**src/verilog/adc_ctrl_regs.svh**
```systemverilog
`ifndef ADC_CTRL_REGS_SVH
`define ADC_CTRL_REGS_SVH

// ==========================================================================
// Register byte offsets
`define OFF_CTRL        8'h00
`define OFF_RESULT      8'h04
`define OFF_DIV         8'h08
`define OFF_STAT        8'h0c
`define OFF_MASK        8'h10

// ==========================================================================
// Field positions
`define CTRL_CHAN_LSB   0
`define CTRL_CHAN_MSB   2
`define CTRL_CONT_BIT   3
`define CTRL_EN_BIT     4
`define CTRL_START_BIT  7
`define DIV_SEL_LSB     5
`define DIV_SEL_MSB     7
`define STAT_DONE_BIT   0
`define STAT_BUSY_BIT   1
`define MASK_DONE_BIT   0

// ==========================================================================
// Reset values
`define RST_CTRL        8'h00
`define RST_DIV         8'h00
`define RST_MASK        8'h00
`define RST_RESULT      8'h00

// ==========================================================================
// Converter clock divider terminal counts (ratio minus one)
`define DIV_LIM_1       4'h0
`define DIV_LIM_2       4'h1
`define DIV_LIM_4       4'h3
`define DIV_LIM_8       4'h7
`define DIV_LIM_16      4'hf

// ==========================================================================
// Converter geometry
`define NUM_CHANNELS    7
`define RESULT_BITS     8
`define SAR_MSB_IDX     3'h7
`define SAR_START_CODE  8'h80

`endif

```
**src/verilog/adc_ctrl_pkg.sv**
```systemverilog
package adc_ctrl_pkg;

  // ========================================================================
  // Conversion sequencer states, Gray coded along idle-sample-convert-store
  typedef enum logic [1:0]
  {
    ST_IDLE   = 2'b00,
    ST_SAMPLE = 2'b01,
    ST_CONV   = 2'b11,
    ST_STORE  = 2'b10
  } conv_state_e;

  typedef logic [7:0] sample_t;
  typedef logic [2:0] div_sel_t;
  typedef logic [2:0] bit_idx_t;

endpackage : adc_ctrl_pkg

```
**src/verilog/conv_clk_if.sv**
```systemverilog
`timescale 1ns/1ps

interface conv_clk_if;
  import adc_ctrl_pkg::*;

  div_sel_t div_sel;
  logic     run;
  logic     tick;

  modport ctrl (output div_sel, output run, input tick);
  modport div  (input div_sel, input run, output tick);
endinterface : conv_clk_if

```
**src/verilog/conv_clk_div.sv**
```systemverilog
`timescale 1ns/1ps
`include "adc_ctrl_regs.svh"

module conv_clk_div
  import adc_ctrl_pkg::*;
(
  // Clock and reset
  input wire logic clk,
  input wire logic sys_rst,
  // Divider control and tick
  conv_clk_if.div  cif
);

  logic [3:0] cnt_q;
  logic [3:0] limit;
  logic       tick_q;

  // ========================================================================
  // Ratio decode
  always_comb
  begin
    case (cif.div_sel)
      3'h0:    limit = `DIV_LIM_1;  // see RQ8
      3'h1:    limit = `DIV_LIM_2;  // see RQ8
      3'h2:    limit = `DIV_LIM_4;  // see RQ8
      3'h3:    limit = `DIV_LIM_8;  // see RQ8
      default: limit = `DIV_LIM_16; // see RQ8
    endcase
  end

  // ========================================================================
  // Counter; restarts whenever the converter is idle
  always_ff @(posedge clk)
  begin
    if (sys_rst || !cif.run)
    begin
      cnt_q  <= 4'h0;
      tick_q <= 1'b0;
    end
    else if (cnt_q >= limit)
    begin
      cnt_q  <= 4'h0;
      tick_q <= 1'b1;
    end
    else
    begin
      cnt_q  <= cnt_q + 4'h1;
      tick_q <= 1'b0;
    end
  end

  assign cif.tick = tick_q;
endmodule : conv_clk_div

```
**src/verilog/sar_adc_control.sv**
```systemverilog
// Summary of operation
// (RQ1) One of seven channels at a time is routed to the single converter.
// (RQ2) Each result is eight bits, held in one readable result register.
// (RQ3) Single conversion per start, or continuous back-to-back conversions.
// (RQ4) Successive approximation resolves one bit per converter clock step.
// (RQ5) On completion result is stored, then flag set or interrupt raised.
// (RQ6) An unimplemented channel code gives an undefined result.
// (RQ7) Selected channel's port pin is taken over as the converter input.
// (RQ8) Prescaler code divides by 1, 2, 4, 8, or 16 when top bit set.
// (RQ9) Software picks a ratio giving roughly a 1 MHz converter clock.
// (RQ10) Software must not choose a converter clock that is too slow.
// (RQ11) Continuous mode restarts right after each store until stopped.
`timescale 1ns/1ps
`include "adc_ctrl_regs.svh"

module sar_adc_control
  import adc_ctrl_pkg::*;
#(
  parameter int NUM_CH = `NUM_CHANNELS
)
(
  // Clock and reset
  input  wire logic              clk,
  input  wire logic              sys_rst,
  // APB slave
  input  wire logic              psel,
  input  wire logic              penable,
  input  wire logic              pwrite,
  input  wire logic [7:0]        paddr,
  input  wire logic [31:0]       pwdata,
  output wire logic [31:0]       prdata,
  output wire logic              pready,
  output wire logic              pslverr,
  // Analog front end
  input  wire logic              cmp_in,
  output wire logic [7:0]        dac_code,
  output wire logic [NUM_CH-1:0] ana_sel,
  output wire logic              sample_hold,
  // Interrupt
  output wire logic              irq
);

  // ========================================================================
  // Declarations
  logic [31:0]       prdata_q;
  logic              pready_q;
  logic              pslverr_q;
  logic [7:0]        ctrl_q;
  logic [7:0]        div_q;
  logic [7:0]        mask_q;
  logic              done_q;
  sample_t           result_q;
  sample_t           sar_q;
  bit_idx_t          bit_q;
  conv_state_e       state_q;
  logic [NUM_CH-1:0] ana_sel_q;
  logic              sample_q;
  logic              irq_q;

  logic              setup_acc;
  logic              done_acc;
  logic              hit;
  logic              wr_ctrl;
  logic              wr_div;
  logic              wr_stat;
  logic              wr_mask;
  logic              start_req;
  logic              conv_en;
  logic              cont_mode;
  logic [2:0]        chan;
  logic              store_evt;
  logic [31:0]       rd_mux;

  conv_clk_if cif ();

  // ========================================================================
  // APB decode: one wait state so read data comes from a flop
  assign setup_acc = psel && penable && !pready_q;
  assign done_acc  = psel && penable && pready_q;

  always_comb
  begin
    hit = 1'b1;
    case (paddr)
      `OFF_CTRL:   rd_mux = {24'h000000, 1'b0, ctrl_q[6:0]};
      `OFF_RESULT: rd_mux = {24'h000000, result_q}; // see RQ2
      `OFF_DIV:    rd_mux = {24'h000000, div_q[7:5], 5'h00};
      `OFF_STAT:   rd_mux = {30'h00000000, (state_q != ST_IDLE), done_q};
      `OFF_MASK:   rd_mux = {24'h000000, 7'h00, mask_q[`MASK_DONE_BIT]};
      default:
      begin
        rd_mux = 32'h00000000;
        hit    = 1'b0;
      end
    endcase
  end

  assign wr_ctrl = done_acc && pwrite && (paddr == `OFF_CTRL);
  assign wr_div  = done_acc && pwrite && (paddr == `OFF_DIV);
  assign wr_stat = done_acc && pwrite && (paddr == `OFF_STAT);
  assign wr_mask = done_acc && pwrite && (paddr == `OFF_MASK);

  always_ff @(posedge clk)
  begin
    if (sys_rst)
    begin
      pready_q  <= 1'b0;
      pslverr_q <= 1'b0;
      prdata_q  <= 32'h00000000;
    end
    else
    begin
      pready_q  <= setup_acc;
      pslverr_q <= setup_acc && !hit;
      if (setup_acc && !pwrite)
      begin
        prdata_q <= rd_mux;
      end
    end
  end

  // ========================================================================
  // Control, divider and mask registers
  always_ff @(posedge clk)
  begin
    if (sys_rst)
    begin
      ctrl_q <= `RST_CTRL;
    end
    else if (wr_ctrl)
    begin
      ctrl_q <= {1'b0, pwdata[6:0]};
    end
  end

  always_ff @(posedge clk)
  begin
    if (sys_rst)
    begin
      div_q <= `RST_DIV;
    end
    else if (wr_div)
    begin
      div_q <= {pwdata[`DIV_SEL_MSB:`DIV_SEL_LSB], 5'h00}; // see RQ8
    end
  end

  always_ff @(posedge clk)
  begin
    if (sys_rst)
    begin
      mask_q <= `RST_MASK;
    end
    else if (wr_mask)
    begin
      mask_q <= {7'h00, pwdata[`MASK_DONE_BIT]};
    end
  end

  assign chan      = ctrl_q[`CTRL_CHAN_MSB:`CTRL_CHAN_LSB];
  assign cont_mode = ctrl_q[`CTRL_CONT_BIT];
  assign conv_en   = ctrl_q[`CTRL_EN_BIT];
  assign start_req = wr_ctrl && pwdata[`CTRL_START_BIT] && pwdata[`CTRL_EN_BIT];
  assign store_evt = (state_q == ST_STORE);

  // ========================================================================
  // Converter clock prescaler
  assign cif.div_sel = div_q[`DIV_SEL_MSB:`DIV_SEL_LSB];
  assign cif.run     = (state_q != ST_IDLE);

  conv_clk_div u_div
  (
    .clk     (clk),
    .sys_rst (sys_rst),
    .cif     (cif.div)
  );

  // ========================================================================
  // Conversion sequencer
  always_ff @(posedge clk)
  begin
    if (sys_rst)
    begin
      state_q <= ST_IDLE;
    end
    else if (!conv_en && !start_req)
    begin
      state_q <= ST_IDLE;
    end
    else
    begin
      case (state_q)
        ST_IDLE:
        begin
          if (start_req)
          begin
            state_q <= ST_SAMPLE; // see RQ3
          end
        end
        ST_SAMPLE:
        begin
          if (cif.tick)
          begin
            state_q <= ST_CONV;
          end
        end
        ST_CONV:
        begin
          if (cif.tick && bit_q == 3'h0)
          begin
            state_q <= ST_STORE;
          end
        end
        ST_STORE:
        begin
          state_q <= cont_mode ? ST_SAMPLE : ST_IDLE; // see RQ3, see RQ11
        end
        default:
        begin
          state_q <= ST_IDLE;
        end
      endcase
    end
  end

  // ========================================================================
  // Successive approximation register
  always_ff @(posedge clk)
  begin
    if (sys_rst)
    begin
      sar_q <= 8'h00;
      bit_q <= 3'h0;
    end
    else if (state_q == ST_SAMPLE && cif.tick)
    begin
      sar_q <= `SAR_START_CODE; // see RQ4
      bit_q <= `SAR_MSB_IDX;
    end
    else if (state_q == ST_CONV && cif.tick)
    begin
      if (!cmp_in)
      begin
        sar_q[bit_q] <= 1'b0; // see RQ4
      end
      if (bit_q != 3'h0)
      begin
        sar_q[bit_q - 3'h1] <= 1'b1; // see RQ4
        bit_q               <= bit_q - 3'h1;
      end
    end
  end

  // ========================================================================
  // Result store; an unimplemented channel still stores, value undefined
  always_ff @(posedge clk)
  begin
    if (sys_rst)
    begin
      result_q <= `RST_RESULT;
    end
    else if (store_evt)
    begin
      result_q <= sar_q; // see RQ2, see RQ5, see RQ6
    end
  end

  // ========================================================================
  // Channel mux and pin takeover
  generate
    for (genvar i = 0; i < NUM_CH; i++)
    begin : g_chan
      always_ff @(posedge clk)
      begin
        if (sys_rst)
        begin
          ana_sel_q[i] <= 1'b0;
        end
        else
        begin
          ana_sel_q[i] <= conv_en && (chan == 3'(i)); // see RQ1, see RQ7
        end
      end
    end
  endgenerate

  always_ff @(posedge clk)
  begin
    if (sys_rst)
    begin
      sample_q <= 1'b0;
    end
    else
    begin
      sample_q <= (state_q == ST_SAMPLE) && conv_en;
    end
  end

  // ========================================================================
  // Completion flag and interrupt; a new completion beats a clear
  always_ff @(posedge clk)
  begin
    if (sys_rst)
    begin
      done_q <= 1'b0;
    end
    else
    begin
      done_q <= store_evt || (done_q && !(wr_stat && pwdata[`STAT_DONE_BIT])); // see RQ5
    end
  end

  always_ff @(posedge clk)
  begin
    if (sys_rst)
    begin
      irq_q <= 1'b0;
    end
    else
    begin
      irq_q <= done_q && mask_q[`MASK_DONE_BIT]; // see RQ5
    end
  end

  // ========================================================================
  // Outputs
  assign prdata      = prdata_q;
  assign pready      = pready_q;
  assign pslverr     = pslverr_q;
  assign dac_code    = sar_q;
  assign ana_sel     = ana_sel_q;
  assign sample_hold = sample_q;
  assign irq         = irq_q;
endmodule : sar_adc_control

```
**config.mk**
```make
export PLATFORM = sky130hd
export DESIGN_NAME = sar_adc_control
export DESIGN_NICKNAME = d
export VERILOG_FILES = /design/src/verilog/adc_ctrl_pkg.sv /design/src/verilog/conv_clk_if.sv /design/src/verilog/conv_clk_div.sv /design/src/verilog/sar_adc_control.sv
export VERILOG_INCLUDE_DIRS = /design/src /design/src/verilog
export SDC_FILE = /design/constraint.sdc
export NUM_CORES = 1
export LEC_CHECK = 0
export ABC_AREA = 1
export BUFFER_PORTS_ARGS = -buffer_cell sky130_fd_sc_hd__buf_2
export CAP_MARGIN = 10
export CORE_MARGIN = 5
export CORE_UTILIZATION = 45
export DETAILED_ROUTE_END_ITERATION = 7
export HOLD_SLACK_MARGIN = 0.1
export PLACE_DENSITY = 0.77
export SLEW_MARGIN = 20
export SYNTH_ARGS = -nofsm -noshare
export SYNTH_HDL_FRONTEND = slang
export SYNTH_HIERARCHICAL = 1
export SYNTH_SLANG_ARGS = --single-unit
```
**constraint.sdc**
```tcl
create_clock -name clk -period 1.76 [get_ports clk]
set_input_delay 0.176 -clock clk [delete_from_list [all_inputs] [get_ports clk]]
set_output_delay 0.176 -clock clk [all_outputs]
set_load 0.01 [all_outputs]
```
==> reports/qor.yml <==
clk_pin_slew_ns: 0.07
areaGrowthSynthToFinish_pct: 19.5
io_pins: 97
relSlewSlack_pct: 65.3
worst_pin_slew_ns: 0.520
cp_max_fo: 5
ff_latch_area_um2: 1140
ys_types: 29
ant_nets: 0
clock_sinks: 57
final_cell_mix: "nand2_1 (73), nor2_1 (64), dfxtp_1 (57)"
antenna_found_initial: 0
synthCells: 378
slowest_delay_ns: 0.40
clock_latency_ns: 0.34
clk_path_buf_depth: 2
port_buffers: 48
drt-total-wl_mm: 6.08
fillers: 567
end_kind: "flip-flop"
start_util_pct: 46.1
cp_cell_sequence: "inv_1 > ha_1 > inv_1 > nor2_1 > nor2_2 > inv_2 > nor2_4 > nand2_1 > a21oi_1"
ir_worst_vdd_mv: 0.465
fin_skew_ns: 0.00667
setup_ws_ns: 0.219
drc: 0
grt_max_degree: 22
crit_top_cell: "inv_1"
pre_cts_slack_ns: 0.238
synth_warnings: 6
required_ns: 2.03
maxCapViolCount: 0
grt_overflow: 0
grt_pass1_vias: 2299
power.density_nw_per_um2: 928
path_class: "reg2reg"
worstPathArrival_ns: 1.81
crit_path_start: "bit_q[0]"
place_congestion: 0.869
die_w_um: 87.7
num_antenna_cells: 0
cts_inserted_buffers: 9
rows: 28
hp-class: "in2reg"
timing.hold.ws_ns: 0.113
synth_top_area_cell: "dfxtp_1"
synth_top_area_share_pct: 42.0
ys_seq_area_share_pct: 42.0
tritoncts: "yes"
yosys-top-cells-area: "dfxtp_1 (42%), nand2_1 (10%), nor2_1 (8.9%)"
layout_commonest_cell: "nand2_1"
multi_input_area_um2: 1290
synth_seq_cells: 57
dieHeight_um: 87.7
min_period_over_period_pct: 87.5
grt_usage_pct: 16.6
outcome: "complete, no violations"
crit_slowest_cell: "dfxtp_1"
clockRootBuffer: "clkbuf_8"
rsz0062_at_grt: "false"
vias: 2464
setup_violations: 0
drive_gt1_share_pct: 17.5
stdcell_count: 516
fmax_ghz: 0.649
finalHoldViolations: 0
core_area_um2: 5890
worstSetupStartpointType: "flip-flop"
min-delay-start: "pwdata[3]"
dp.cells: 495
finalNetCount: 489
viasPerCell: 4.78
leakage_nw: 1.51
syn_area_um2: 2710
dp_hpwl_mm: 4.55
drv_slew: 0
postSynthAreaPerCell_um2: 7.18
die_area_um2: 7680
firstDrtPassIters: 4
h-tree-depth: 3
cts_resized: 0
r2r-start: "bit_q[0]"
drt-initial-drc-count: 128
wl_per_cell_um: 11.8
setup_tns_ns: 0
grt_pass1_wl_mm: 9.93
finalCriticalPeriod_ns: 1.54
## per-stage QoR
step | power, mW | area [um^2] | utilization (%)
3_5_place_dp | 1.42 | 2930 | 49.9
3_3_place_gp | 1.42 | 2930 | 49.9
4_1_cts | 3.02 | 3240 | 55.1
2_1_floorplan | 1.42 | 2800 | -
5_1_grt | 3.12 | 3240 | 55.1
6_report | 3.01 | 3240 | 55.1
## routing by layer
| metal | part of all wire, % | track usage [%] | vias up |
|---|---|---|---|
| met2 | 48 | 27.9 | 56 |
| met4 | 1.9 | 6.97 | 0 |
| met3 | 7.2 | 6.68 | 9 |
| met5 | 0 | 0 | - |
| met1 | 42 | 18.6 | 1122 |
| li1 | - | - | 1277 |
## worst paths after layout
check | cells past startpoint | end | slack, ns
worst max-delay path | 9 | dac_code[2] | 0.22
worst min-delay path | 3 | ctrl_q[3] | 0.11
worst max register to register | 9 | dac_code[2] | 0.22
worst min register to register | 1 | u_div/cnt_q[0] | 0.46
## sequential cells by signal, summed over array words and instances (netlist names)
register and cells:
ctrl_q 7, dac_code 8, irq 1, ana_sel 7, result_q 8, pready 1
bit_q 3, u_div/cif.tick 1, u_div/cnt_q 4, div_q 3, pslverr 1, done_q 1
state_q 2, mask_q 1, sample_hold 1, prdata 8
## Yosys cell counts
master and count:
nand2_1 73, nor2_1 64, dfxtp_1 57, inv_1 41, o21ai_0 29, a21oi_1 25, buf_4 24, nand3_1 18
nand4_1 8, ha_1 7, o31ai_1 4, clkbuf_1 3, nor2_4 3, nor3_1 3, inv_2 2, nand2_2 2
nor2_2 2, xnor2_1 2, a21oi_2 1, a31oi_1 1, buf_1 1, buf_2 1, clkinv_1 1, conb_1 1
nand3_4 1, nand4_2 1, nor3_2 1, or2_2 1, xor2_1 1
## layout make-up
cell class,instances,share of cell area [%]
Sequential cell,57,35.2
Clock buffer,10,3.94
Timing Repair Buffer,53,8.95
Inverter,44,5.09
Multi-Input combinational cell,271,39.9
Tap cell,75,2.89
Clock inverter,6,4.01
## cell families (layout without fill, tap and decap cells)
kind of cell / after synthesis / in the layout / synth area share [%]
other cells: 1 / 24 / 0.138
compound gates: 60 / 60 / 11.6
flops: 57 / 57 / 42.0
fa+ha+maj: 7 / 7 / 3.23
xor+xnor: 3 / 3 / 0.968
simple gates: 177 / 177 / 28.5
buf+inv: 73 / 113 / 13.5
## timing repair
action | CTS | global route
endpoints found under the hold margin | 5 | 0
hold buffers | 5 | 0
setup buffers | 0 | 0
## critical path, delay by kind of cell, from the launching register on
family,cells,cell delay [ns]
buffers and inverters,3,0.25
AND/OR/NAND/NOR,4,0.47
AO/OA/AOI/OAI,1,0.14
adder cells (fa/ha/maj),1,0.21
flip-flops,1,0.40
## power breakdown
part / internal (mW) / switching, mW
clock: 1.08 / 0.524
sequential: 1.29 / 0.000743
combinational: 0.0345 / 0.0777
total: 2.41 / 0.602
Note: power is estimated with default switching activity, not from simulation.
